<file path="config.mk">
export PLATFORM = sky130hd
export DESIGN_NAME = asp_status_reg
export DESIGN_NICKNAME = d
export VERILOG_FILES = /design/src/asp_pkg.sv /design/src/asp_status_reg.sv
export SDC_FILE = /design/constraint.sdc
export NUM_CORES = 1
export LEC_CHECK = 0
export ABC_AREA = 1
export BUFFER_PORTS_ARGS = -buffer_cell sky130_fd_sc_hd__buf_2
export CORE_ASPECT_RATIO = 0.6
export CORE_UTILIZATION = 40
export DETAILED_ROUTE_END_ITERATION = 8
export PLACE_DENSITY = 0.79
export SYNTH_ARGS = -nofsm -noshare
export SYNTH_HDL_FRONTEND = slang
export SYNTH_SLANG_ARGS = --single-unit
</file>
<file path="constraint.sdc">
create_clock -name core_clk_i -period 2.6 [get_ports core_clk_i]
set_input_delay 0.26 -clock core_clk_i [delete_from_list [all_inputs] [get_ports core_clk_i]]
set_output_delay 0.26 -clock core_clk_i [all_outputs]
set_load 0.02 [all_outputs]
</file>
<file path="src/asp_pkg.sv">
package asp_pkg;
    // Register location and layout
    localparam logic [6:0] ASP_ADDR = 7'h03;
    localparam int ASP_BIT_PG_RSV = 7;
    localparam int ASP_BIT_PG_HI = 6;
    localparam int ASP_BIT_PG_LO = 5;
    localparam int ASP_BIT_WDX = 4;
    localparam int ASP_BIT_SLP = 3;
    localparam int ASP_BIT_Z = 2;
    localparam int ASP_BIT_DC = 1;
    localparam int ASP_BIT_C = 0;
    // Power-on values
    localparam logic [2:0] ASP_PAGE_RST = 3'h0;
    localparam logic ASP_WDX_RST = 1'b1;
    localparam logic ASP_SLP_RST = 1'b1;
    localparam logic [2:0] ASP_ALU_RST = 3'h0;
    // Paging
    localparam int ASP_PAGE_WORDS = 512;
    localparam int ASP_PC_W = 11;
    // Flag update kinds from the execution logic
    typedef enum logic [2:0] {
        ASP_OP_NONE = 3'b000,
        ASP_OP_ADD = 3'b001,
        ASP_OP_SUB = 3'b010,
        ASP_OP_RRF = 3'b011,
        ASP_OP_RLF = 3'b100,
        ASP_OP_LOGIC = 3'b101
    } asp_op_t;
endpackage

</file>
<file path="src/asp_status_reg.sv">
`timescale 1ns/1ps
// Function
// - Register accepts writes from any instruction; writable bits store normally.
// - Flag-updating instruction blocks data write to zero, nibble, carry flags.
// - Software writes to watchdog-expiry and sleep-entered flags are ignored.
// - Clear-file on register zeroes page bits, sets zero flag, keeps others.
// - Address 03h; bits 7-5 page, 4 watchdog, 3 sleep, 2-0 ALU flags.
// - Power-on: page bits 0, reset-cause flags 1, ALU flags 0.
// - Page code selects one of four 512-word program pages.
// - Each selected page spans 512 instruction words.
// - Watchdog flag set by power-up, clear-watchdog, sleep; cleared on timeout.
// - Add: nibble flag is carry out of bit 3.
// - Subtract: nibble flag is one when no borrow from bit 3.
// - Carry flag: add carry out; subtract one means no borrow.
// - Rotates load carry flag with bit shifted out.
// - Page bits supply PC bits 9 and 10 on jumps, calls, PC writes.
// - Every reset clears page bits; sequential increment never updates them.
module asp_status_reg
    import asp_pkg::*;
#(
    parameter int PC_W = ASP_PC_W
) (
    // Clock, reset, enable
    input wire logic core_clk_i,
    input wire logic rst_i,
    input wire logic clk_en_i,
    // Reset cause: high for power-on, low for external or watchdog reset
    input wire logic por_i,
    // File write port
    input wire logic wr_en_i,
    input wire logic [6:0] wr_addr_i,
    input wire logic [7:0] wr_data_i,
    input wire logic clrf_i,
    // ALU flag update
    input wire logic [2:0] alu_op_i,
    input wire logic [7:0] alu_a_i,
    input wire logic [7:0] alu_b_i,
    input wire logic [7:0] alu_res_i,
    input wire logic alu_z_upd_i,
    // Power management events
    input wire logic clrwdt_i,
    input wire logic sleep_i,
    input wire logic wdt_timeout_i,
    // Program counter branch load
    input wire logic branch_i,
    input wire logic [8:0] branch_lo_i,
    // Outputs
    output logic [7:0] status_o,
    output logic [PC_W-1:0] branch_pc_o
);
    // ========================================
    // Operation decode
    asp_op_t op;
    logic is_add;
    logic is_sub;
    logic is_rrf;
    logic is_rlf;
    logic is_logic;
    logic hit;
    logic z_upd;
    logic dc_upd;
    logic c_upd;
    logic flags_locked;

    // Matches the incoming operation code
    function automatic logic op_is(input asp_op_t kind, input asp_op_t want);
        op_is = (kind == want);
    endfunction

    assign op = asp_op_t'(alu_op_i);
    assign is_add = op_is(op, ASP_OP_ADD);
    assign is_sub = op_is(op, ASP_OP_SUB);
    assign is_rrf = op_is(op, ASP_OP_RRF);
    assign is_rlf = op_is(op, ASP_OP_RLF);
    assign is_logic = op_is(op, ASP_OP_LOGIC);
    assign hit = wr_en_i && (wr_addr_i == ASP_ADDR);
    assign z_upd = alu_z_upd_i || is_add || is_sub || is_logic;
    assign dc_upd = is_add || is_sub;
    assign c_upd = is_add || is_sub || is_rrf || is_rlf;
    // Clear-file counts as a zero-flag instruction
    assign flags_locked = z_upd || dc_upd || c_upd || clrf_i;

    // ========================================
    // Arithmetic flag values
    logic [4:0] nib_sum;
    logic [8:0] byte_sum;
    logic [4:0] nib_dif;
    logic [8:0] byte_dif;
    logic z_val;
    logic dc_val;
    logic c_val;
    logic rot_out;

    assign nib_sum = {1'b0, alu_a_i[3:0]} + {1'b0, alu_b_i[3:0]};
    assign byte_sum = {1'b0, alu_a_i} + {1'b0, alu_b_i};
    // File minus W: a is file, b is W; top bit set means borrow
    assign nib_dif = {1'b0, alu_a_i[3:0]} - {1'b0, alu_b_i[3:0]};
    assign byte_dif = {1'b0, alu_a_i} - {1'b0, alu_b_i};
    assign z_val = (alu_res_i == 8'h00);
    assign dc_val = is_add ? nib_sum[4] : ~nib_dif[4];
    assign rot_out = is_rrf ? alu_a_i[0] : alu_a_i[7];
    assign c_val = is_add ? byte_sum[8] :
                   is_sub ? ~byte_dif[8] : rot_out;

    // ========================================
    // Software write path
    logic [7:0] wr_val;
    logic page_wr;
    logic alu_wr;

    // Clear-file writes zero
    assign wr_val = clrf_i ? 8'h00 : wr_data_i;
    assign page_wr = hit;
    assign alu_wr = hit && !flags_locked;

    // ========================================
    // Field next values
    logic [7:0] status_q;
    logic [7:0] status_d;
    logic [2:0] page_d;
    logic wdx_d;
    logic slp_d;
    logic z_d;
    logic dc_d;
    logic c_d;

    // Page bits take data only
    assign page_d = page_wr ? wr_val[ASP_BIT_PG_RSV:ASP_BIT_PG_LO]
                            : status_q[ASP_BIT_PG_RSV:ASP_BIT_PG_LO];

    // Zero flag: clear-file wins, then the result, then data
    always_comb begin
        z_d = status_q[ASP_BIT_Z];
        if (clrf_i && hit) begin
            z_d = 1'b1;
        end else if (z_upd) begin
            z_d = z_val;
        end else if (alu_wr) begin
            z_d = wr_val[ASP_BIT_Z];
        end
    end

    always_comb begin
        dc_d = status_q[ASP_BIT_DC];
        if (dc_upd) begin
            dc_d = dc_val;
        end else if (alu_wr) begin
            dc_d = wr_val[ASP_BIT_DC];
        end
    end

    always_comb begin
        c_d = status_q[ASP_BIT_C];
        if (c_upd) begin
            c_d = c_val;
        end else if (alu_wr) begin
            c_d = wr_val[ASP_BIT_C];
        end
    end

    // Power management owns the reset-cause flags; data never reaches them
    // A set event and a timeout together leave the flag clear
    always_comb begin
        wdx_d = status_q[ASP_BIT_WDX];
        if (wdt_timeout_i) begin
            wdx_d = 1'b0;
        end else if (clrwdt_i || sleep_i) begin
            wdx_d = 1'b1;
        end
    end

    always_comb begin
        slp_d = status_q[ASP_BIT_SLP];
        if (sleep_i) begin
            slp_d = 1'b0;
        end else if (clrwdt_i) begin
            slp_d = 1'b1;
        end
    end

    assign status_d = {page_d, wdx_d, slp_d, z_d, dc_d, c_d};

    // ========================================
    // Branch target formation
    logic [PC_W-1:0] branch_pc_q;
    logic [PC_W-1:0] branch_pc_d;
    logic [10:0] full_pc;

    // Page field picks a 512-word page; low bits come from the instruction
    // Sequential increments never touch the page field
    assign full_pc = {status_q[ASP_BIT_PG_HI:ASP_BIT_PG_LO], branch_lo_i};
    assign branch_pc_d = branch_i ? full_pc[PC_W-1:0]
                                  : branch_pc_q;

    // ========================================
    // Registers
    // Clock enable low freezes everything but reset
    always_ff @(posedge core_clk_i) begin
        if (rst_i) begin
            // Page and ALU flags clear on every reset
            status_q[7:5] <= ASP_PAGE_RST;
            status_q[2:0] <= ASP_ALU_RST;
            // Reset-cause flags load only on power-on reset
            if (por_i) begin
                status_q[ASP_BIT_WDX] <= ASP_WDX_RST;
                status_q[ASP_BIT_SLP] <= ASP_SLP_RST;
            end
            branch_pc_q <= '0;
        end else if (clk_en_i) begin
            status_q <= status_d;
            branch_pc_q <= branch_pc_d;
        end
    end

    assign status_o = status_q;
    assign branch_pc_o = branch_pc_q;
endmodule

</file>
* Word-level counts from Yosys, hierarchy flattened *
Index checks and enable logic that the tools add are counted.

storage, ports and cells
  flip-flop bits (word level) = 19
  input port bits = 62
  output and inout port bits = 19
  word-level logic and storage cells = 67

cells by class
  add/sub/neg operators = 4
  eq/ne operators = 7
  muxes and demuxes = 19
  bitwise operators = 2
  reduce and logical (&&, ||, !) cells = 28

operators with widths
  kind                                           count
  2-to-1 mux 1 bit                               15
  logical OR 1 bit                               10
  2-to-1 mux 5 bit                               2
  AND reduction 2 bit                            5
  adder 8 x 8 -> 9 bit                           1
  nonzero test 3 bit                             3
  subtractor 8 x 8 -> 9 bit                      1
  logical NOT 8 bit                              1
  2-to-1 mux 8 bit                               1
  == test 7 x 2 -> 1 bit, second input constant  1
  == test 3 x 2 -> 1 bit, second input constant  2
  == test 3 bit, second input constant           2
  AND reduction 3 bit                            2
  nonzero test 2 bit                             3
  adder 4 x 4 -> 5 bit                           1
  subtractor 4 x 4 -> 5 bit                      1
  == test 3 x 1 -> 1 bit, second input constant  1
  logical AND 1 bit                              3
  2-to-1 mux 2 bit                               1
  != test 2 x 1 -> 1 bit, second input constant  1
  inverter 1 bit                                 2
  logical NOT 1 bit                              1

* Depth between registers and ports, before layout *
Gate-level depths: netlist of run 1.

  depth after elaboration = 14
  gate-level depth with buffers = 12
  mapped depth without buffers = 12

* Worst setup path before layout of run 1 *
Ideal clock, no wire load.

  path type = input to register
  from = input rst_i
  to = register status_q[4] (netlist: status_o[4]) (enable)
  library setup time = 0.291 ns
  arrival time = 1.020 ns
  required time = 2.309 ns
  setup slack = 1.289 ns
  cell stages on the path = 6
  buffers on the path = 1
  path through = clkbuf_1 -> nand2_1 -> o21ai_0 -> inv_1 -> or2_2 -> nand2_1

on the way
  longest elaborated chain between the ends = 2
  elaborated cells between the ends (all ways) = 4
  those cells by class = eq/ne: 1; reduce/logical: 3

ends and longest elaborated chain
  element                                                         RTL line               source
  from (decl)                                                     asp_status_reg.sv:25   input wire logic rst_i,
  != test 2 x 1 -> 1 bit (no line), or another cell as far along  --
  AND reduction 3 bit (no line) *                                 --
  to (signal assigned)                                            asp_status_reg.sv:210  status_q <= status_d;
  to (decl)                                                       asp_status_reg.sv:118  logic [7:0] status_q;

Mark *: on every way between the ends. The rest lies on a longest branch, timed or not.
A chain may end at the register's enable or synchronous reset.

* Worst setup path in the final report of run 1 *
  from = input alu_a_i[7]
  to = register status_q[0] (netlist: status_o[0])

on the way
  longest elaborated chain between the ends = 5
  elaborated cells between the ends (all ways) = 7
  those cells by class = add/sub: 2; mux: 4; bitwise: 1

ends and longest elaborated chain
  element                    RTL line               source
  from (decl)                asp_status_reg.sv:36   input wire logic [7:0] alu_a_i,
  subtractor 8 x 8 -> 9 bit  asp_status_reg.sv:98   assign byte_dif = {1'b0, alu_a_i} - {1'b0, alu_b_i};
  inverter 1 bit             asp_status_reg.sv:103  is_sub ? ~byte_dif[8] : rot_out;
  2-to-1 mux 1 bit           asp_status_reg.sv:103
  2-to-1 mux 1 bit *         asp_status_reg.sv:102  assign c_val = is_add ? byte_sum[8] :
  2-to-1 mux 1 bit *         asp_status_reg.sv:154  if (c_upd) begin

Marked as above.

==> results of run 1 <==
## layout make-up
type                       instances  area, sq um  area share [%]
multi-input combinational        150          803            43.9
sequential                        19          400            21.9
timing repair buffer              78          390            21.3
inverter                          37          139            7.58
tap                               42         52.6            2.87
clock buffer                       3         41.3            2.25
clock inverter                     1         5.00           0.273
## synthesized netlist by cell type (all sizes together)
master / number
a21oi: 13
a22o: 1
and3: 1
buf: 1
clkbuf: 3
dfxtp: 17
edfxtp: 2
ha: 14
inv: 37
nand2: 43
nand3: 12
nand3b: 1
nand4: 3
nor2: 38
nor3: 3
o21ai: 19
or2: 2
## worst max-delay path, stage by stage
cell	delay, ns
buf_2	0.13
ha_1	0.33
nand2_1	0.11
inv_1	0.04
nand2_1	0.05
nand2_1	0.07
nand2_1	0.06
nand2_1	0.04
nand2_1	0.05
nand4_1	0.08
nand2_1	0.08
a21oi_2	0.05
## layer usage
layer | routed length (um) | vias up
met5 | 0 | -
met4 | 0 | 0
met3 | 149 | 0
met2 | 1370 | 39
met1 | 1610 | 619
li1 | - | 814
## report_power, final
group	leakage, nW	internal, mW	switching, mW
clock	0.0255	0.107	0.0960
sequential	0.159	0.314	0.00711
combinational	0.879	0.0865	0.120
## cell families after synthesis
kind of cell,after synthesis,synth area share (%)
simple gates,103,33.3
buf+inv,41,11.3
compound gates,33,13.0
flops,19,29.5
fa+ha+maj,14,12.9
## registers in the layout, summed over array words and instances, names as in the netlist
name,flops
status_o,8
branch_pc_o,11
## metrics by stage
| stage | instance area [sq um] | setup WS (ns) |
|---|---|---|
| after global routing | 1830 | 1.27 |
| after detailed placement | 1790 | 1.13 |
| after floorplan | 1360 | 1.29 |
| final | 1830 | 1.39 |
| after CTS | 1830 | 1.40 |
| after global placement | 1790 | 1.14 |
## path summary, 6_finish.rpt
kind                   from         endpoint  slack (ns)  cells past startpoint
max              alu_a_i[7]      status_o[0]        1.39                     12
min          branch_lo_i[7]   branch_pc_o[7]        0.25                      3
max reg2reg     status_o[6]  branch_pc_o[10]        1.97                      2
min reg2reg     status_o[7]      status_o[7]        0.47                      2
==> results.ini, run 1 <==
[grt]
grt_pass1_vias=1200
antenna_found_initial=0
grtUsageMet2_pct=29.7
busiest_layer=met2
met1_usage_pct=23.8
grt_max_degree=16
met3_usage_pct=4.66
grt_overflow=0
grt_pass1_wl_mm=4.99
grt_usage_pct=17.6

[die]
die_y_um=47.1
core-area_sq_um=3040
initial_core_util_pct=44.7
pin_count=81
placement_rows=15
fp.dieW_um=77.2
dieArea_sq_um=3640

[logic_synthesis]
ys_seq_elements=19
postSynthAreaPerCell_sq_um=6.46
syn_area_sq_um=1360
synth_cells=210
yosysWarnings=0
syn-num-nets=286
synth-seq-area-share_pct=29.5
synthTopCellsByArea=dfxtp_1 (25%), ha_1 (13%), nand2_1 (12%)
ys_types=25
synth_top_area_share_pct=25.1
synth_top_area_cell=dfxtp_1

[timing]
finClkSkew_ns=0.000271
fin_crit_ns=1.21
finalSetupViolations=0
worstMarginPinSlew_ns=0.389
finalHoldViolations=0
period_share_pct=46.6
slew_headroom_pct=74.0
fmax_mhz=826
finalMaxSlewViolations=0
holdWs_ns=0.247
rsz0062_at_grt=false
tns_ns=0

[clocking]
h-tree-depth=1
ctsHoldBuffers=0
cts.path.max_buffers=2
cts_resized=0
clkSlewWorstSetupHoldPaths_ns=0.07
cts.sinks=19
clk_latency_ns=0.26
cts_made_buffers=3
post_cts_buffers=0
root_buffer=clkbuf_8
cts_tree=done

[placed_design]
placedCellCount=326
hpwl_mm=2.68
io_buffers=78
gp_congestion=0.762

[final_layout]
diodes=0
drive_gt1_share_pct=33.7
areaGrowthSynthToFinish_pct=34.9
final_common_cell=buf_2
final_cells=330
nets=365
most-common-layout-cells=buf_2 (78), nand2_1 (42), nor2_1 (34)
fillers=308
final_util_pct=60.2

[setup_path]
critPathMaxFanout=4
start_kind=input port
arrival_ns=1.36
cp.required_ns=2.75
path_class=in -> reg
end_kind=flip-flop

[detailed_routing]
vias=1472
vias_per_cell=4.46
drtIter0Drc=46
dr.pass1.iters=4
post-route-drc-count=0
routed_wl_mm=3.12
ant_nets=0
wl_per_cell_um=9.47

[outcome]
outcome=finished, final reports clean

[power_and_ir_drop]
power_mw=0.731
leakage_nw=1.06
ir_drop_mv=0.198
powerDensity_nw_per_um2=399

[flow_run]
maxCapViolations=0

[hold_path]
worstHoldPathType=in -> reg

No activity file was read; power rests on OpenSTA's default activity.
==> run 2, diff against run 1 <==
--- a/config.mk
+++ b/config.mk
@@ -5,7 +5,7 @@
 export SDC_FILE = /design/constraint.sdc
 export NUM_CORES = 1
 export LEC_CHECK = 0
-export ABC_AREA = 1
+export ABC_AREA = 0
 export BUFFER_PORTS_ARGS = -buffer_cell sky130_fd_sc_hd__buf_2
 export CORE_ASPECT_RATIO = 0.6
 export CORE_UTILIZATION = 40
==> constraint.sdc (replaced) <==
create_clock -name core_clk_i -period 1.2 [get_ports core_clk_i]
set_input_delay 0.12 -clock core_clk_i [delete_from_list [all_inputs] [get_ports core_clk_i]]
set_output_delay 0.12 -clock core_clk_i [all_outputs]
set_load 0.02 [all_outputs]
==> results.ini, run 2 <==
[outcome]
outcome=finished, violations left
violations=negative setup slack

[timing]
rsz0062_at_grt=true
finClkSkew_ns=0.000198  ; -0.0000724 ns
slew_headroom_pct=73.1  ; -0.90 points
period_share_pct=100
finalSetupViolations=1  ; +1
holdWs_ns=0.0997  ; -0.147 ns
finalHoldViolations=0  ; unchanged
worst_slack_ns=-0.00576  ; -1.39 ns
fin_crit_ns=1.21
finalMaxSlewViolations=0  ; unchanged
worstMarginPinSlew_ns=0.403  ; +0.0139 ns
fmax_mhz=829

[clocking]
post_cts_buffers=0  ; unchanged
h-tree-depth=1  ; unchanged
ctsHoldBuffers=0  ; unchanged
clk_latency_ns=0.25  ; about the same
cts.sinks=19  ; unchanged
cts_tree=done
cts.path.max_buffers=2  ; unchanged
root_buffer=clkbuf_8
cts_made_buffers=3  ; unchanged
clkSlewWorstSetupHoldPaths_ns=0.07  ; about the same

[logic_synthesis]
yosysMostFrequentCell=nand2_1
synth-compound-area-share_pct=21.8  ; +8.8 points
synthAdderAreaFrac_pct=13.1  ; +0.16 points
synth_top_family_by_area=simple AND/OR/NAND/NOR gates
ys_seq_elements=19  ; unchanged
synth_cells=168  ; -20%
synth_common_cells=nand2_1 (30), a21oi_1 (23), dfxtp_1 (17)
synthMuxAreaShare_pct=0.746  ; +0.75 points
synthXorXnorAreaFrac_pct=0.653  ; +0.65 points
ys_types=44  ; +76%
synth_top_area_share_pct=25.4  ; +0.30 points
syn-num-nets=244  ; -15%
yosysWarnings=0  ; unchanged
synth-main-ff-cell=dfxtp_1
synth_edf_count=2  ; unchanged
synthArstFlopShare_pct=0  ; unchanged
syn_area_sq_um=1340  ; -1.2%
yosys.area_share.simple_pct=28.2  ; -5.1 points
synth_top_area_cell=dfxtp_1
synth-seq-area-share_pct=29.9  ; +0.36 points
postSynthAreaPerCell_sq_um=7.98  ; +24%
synthTopCellsByArea=dfxtp_1 (25%), ha_1 (13%), a21oi_1 (8.6%)

[hold_path]
worstHoldPathType=in -> reg

[power_and_ir_drop]
pwr-share-comb_pct=32.6  ; +4.3 points
leakage_nw=1.05  ; -1.7%
switching_power_mw=0.495  ; +120%
powerDensity_nw_per_um2=785  ; +97%
ir_drop_mv=0.477  ; +140%
seqPwrFrac_pct=40.9  ; -3.1 points
sw_frac_of_total_pct=29.7  ; -0.85 points
p_int_mw=1.17  ; +130%
p_clk_share_pct=26.6  ; -1.1 points

[final_layout]
diodes=0  ; unchanged
drive_gt1_share_pct=47.4  ; +14 points
areaGrowthSynthToFinish_pct=58.4
most-common-layout-cells=buf_2 (78), nand2_1 (30), buf_4 (27)
multi_input_area_sq_um=991  ; +23%
fillers=244  ; -21%
nets=347  ; -4.9%
regArea_sq_um=400  ; unchanged
final_common_cell=buf_2
largest_reg_flops=11  ; unchanged
final_util_pct=70.3  ; +10 points

[grt]
grt_pass1_vias=1316  ; +9.7%
grt_usage_pct=21.6  ; +4.0 points
grt_overflow=0  ; unchanged
grt_pass1_wl_mm=5.99  ; +20%
antenna_found_initial=0  ; unchanged
grt_max_degree=12  ; -4

[setup_path]
path_class=in -> reg
critPathMaxFanout=6  ; +2
cp.required_ns=1.39  ; -1.36 ns
end_kind=flip-flop
cp_cell_sequence=buf_2 > buf_4 > nor2_1 > xnor2_1 > a21oi_1 > o41ai_2 > mux2i_1
cp_slowest_stage_delay_ns=0.28  ; -0.05 ns
arrival_ns=1.39  ; +0.03 ns
start_kind=input port
crit_slowest_cell=o41ai_2
worst-path-buf-inv=2  ; unchanged
crit_family=compound AO/OA/AOI/OAI gates

[die]
placement_rows=15  ; unchanged
dieArea_sq_um=3600  ; -1.2%
die_y_um=46.9  ; -0.57%
fp.dieW_um=76.8  ; -0.59%
initial_core_util_pct=44.4  ; -0.26 points
core-area_sq_um=3020  ; -0.62%
pin_count=81  ; unchanged

[placed_design]
gp_congestion=0.911  ; +20%
hpwl_mm=3.29  ; +23%
io_buffers=78  ; unchanged

[detailed_routing]
vias_per_cell=5.04  ; +13%
routed_wl_mm=4.16  ; +33%
post-route-drc-count=0  ; unchanged
dr.pass1.iters=4  ; unchanged
vias=1572  ; +6.8%
ant_nets=0  ; unchanged
wl_per_cell_um=13.3  ; +41%
drtIter0Drc=81  ; +76%

[flow_run]
maxCapViolations=0  ; unchanged

## run 2: cell count changes in the layout (fill, tap and decap cells not counted), moves of 4 or more
cell      change
nand2_1      -12
nand3_1       -9
nor2_1       -27
ha_1          -4
buf_4        +27
a21oi_1      +11
nand2b_1      +5
inv_2         -4
o21ai_0      -16
o21bai_1      +5
nor2_2        -4
ha_4          +4
inv_1        -22
## run 2: through the flow
stage	total power, mW	cells	instance area (sq um)	setup TNS, ns	setup slack (ns)
finish	1.67	312	2120	-0.00576	-0.00576
global route	1.75	312	2120	-0.160	-0.0553
CTS	1.65	312	2090	0	0.00698
detailed placement	1.19	308	2010	-1.38	-0.331
global placement	1.18	308	2010	-1.45	-0.374
floorplan	0.957	168	1410	-0.256	-0.0927
## run 2: kinds of logic after synthesis
| logic type | after synthesis |
|---|---|
| flip-flops | 19 |
| AND/OR/NAND/NOR | 71 |
| AO/OA/AOI/OAI | 44 |
| multiplexers | 1 |
| adder cells (fa/ha/maj) | 14 |
| buffers and inverters | 18 |
| XOR/XNOR | 1 |
## run 2: area by class of cell
type	count	share of cell area, %
Clock buffer	3	1.94
Clock inverter	1	0.236
Inverter	11	1.94
Multi-Input combinational cell	131	46.6
Sequential cell	19	18.8
Tap cell	42	2.47
Timing Repair Buffer	105	27.9
## run 2: timing repair
action | CTS | global route
setup endpoints to repair | 2 | 5
gates resized for setup | 5 | 3
pin swaps | 2 | 0
## run 2: worst paths after layout
check | depth (start not counted) | endpoint | slack, ns | from
worst max-delay path | 7 | status_o[2] | -0.006 | alu_op_i[0]
worst max register to register | 2 | status_o[1] | 0.55 | status_o[1]
worst min register to register | 2 | branch_pc_o[1] | 0.45 | branch_pc_o[1]
worst min-delay path | 3 | branch_pc_o[3] | 0.1 | branch_lo_i[3]
## run 2: worst min-delay path: stages
cell and delay, ns:
buf_2 0.09, nand2_1 0.05, a21oi_1 0.05
## run 2: layer usage
metal  GRT usage [%]  vias up  share of wire [%]
met5               0        -                  0
met4            2.31        0               0.43
met3            4.85        2                7.0
met2            35.7       67                 46
met1            30.3      707                 47
li1                -      796                  -
## run 2: power groups by stage
stage          registers (mW)  clock network, mW  logic, mW
2_1_floorplan           0.732                  0      0.226
3_3_place_gp            0.695                  0      0.488
3_5_place_dp            0.696                  0      0.498
4_1_cts                 0.682              0.453      0.518
5_1_grt                 0.684              0.481      0.586
6_report                0.681              0.443      0.543
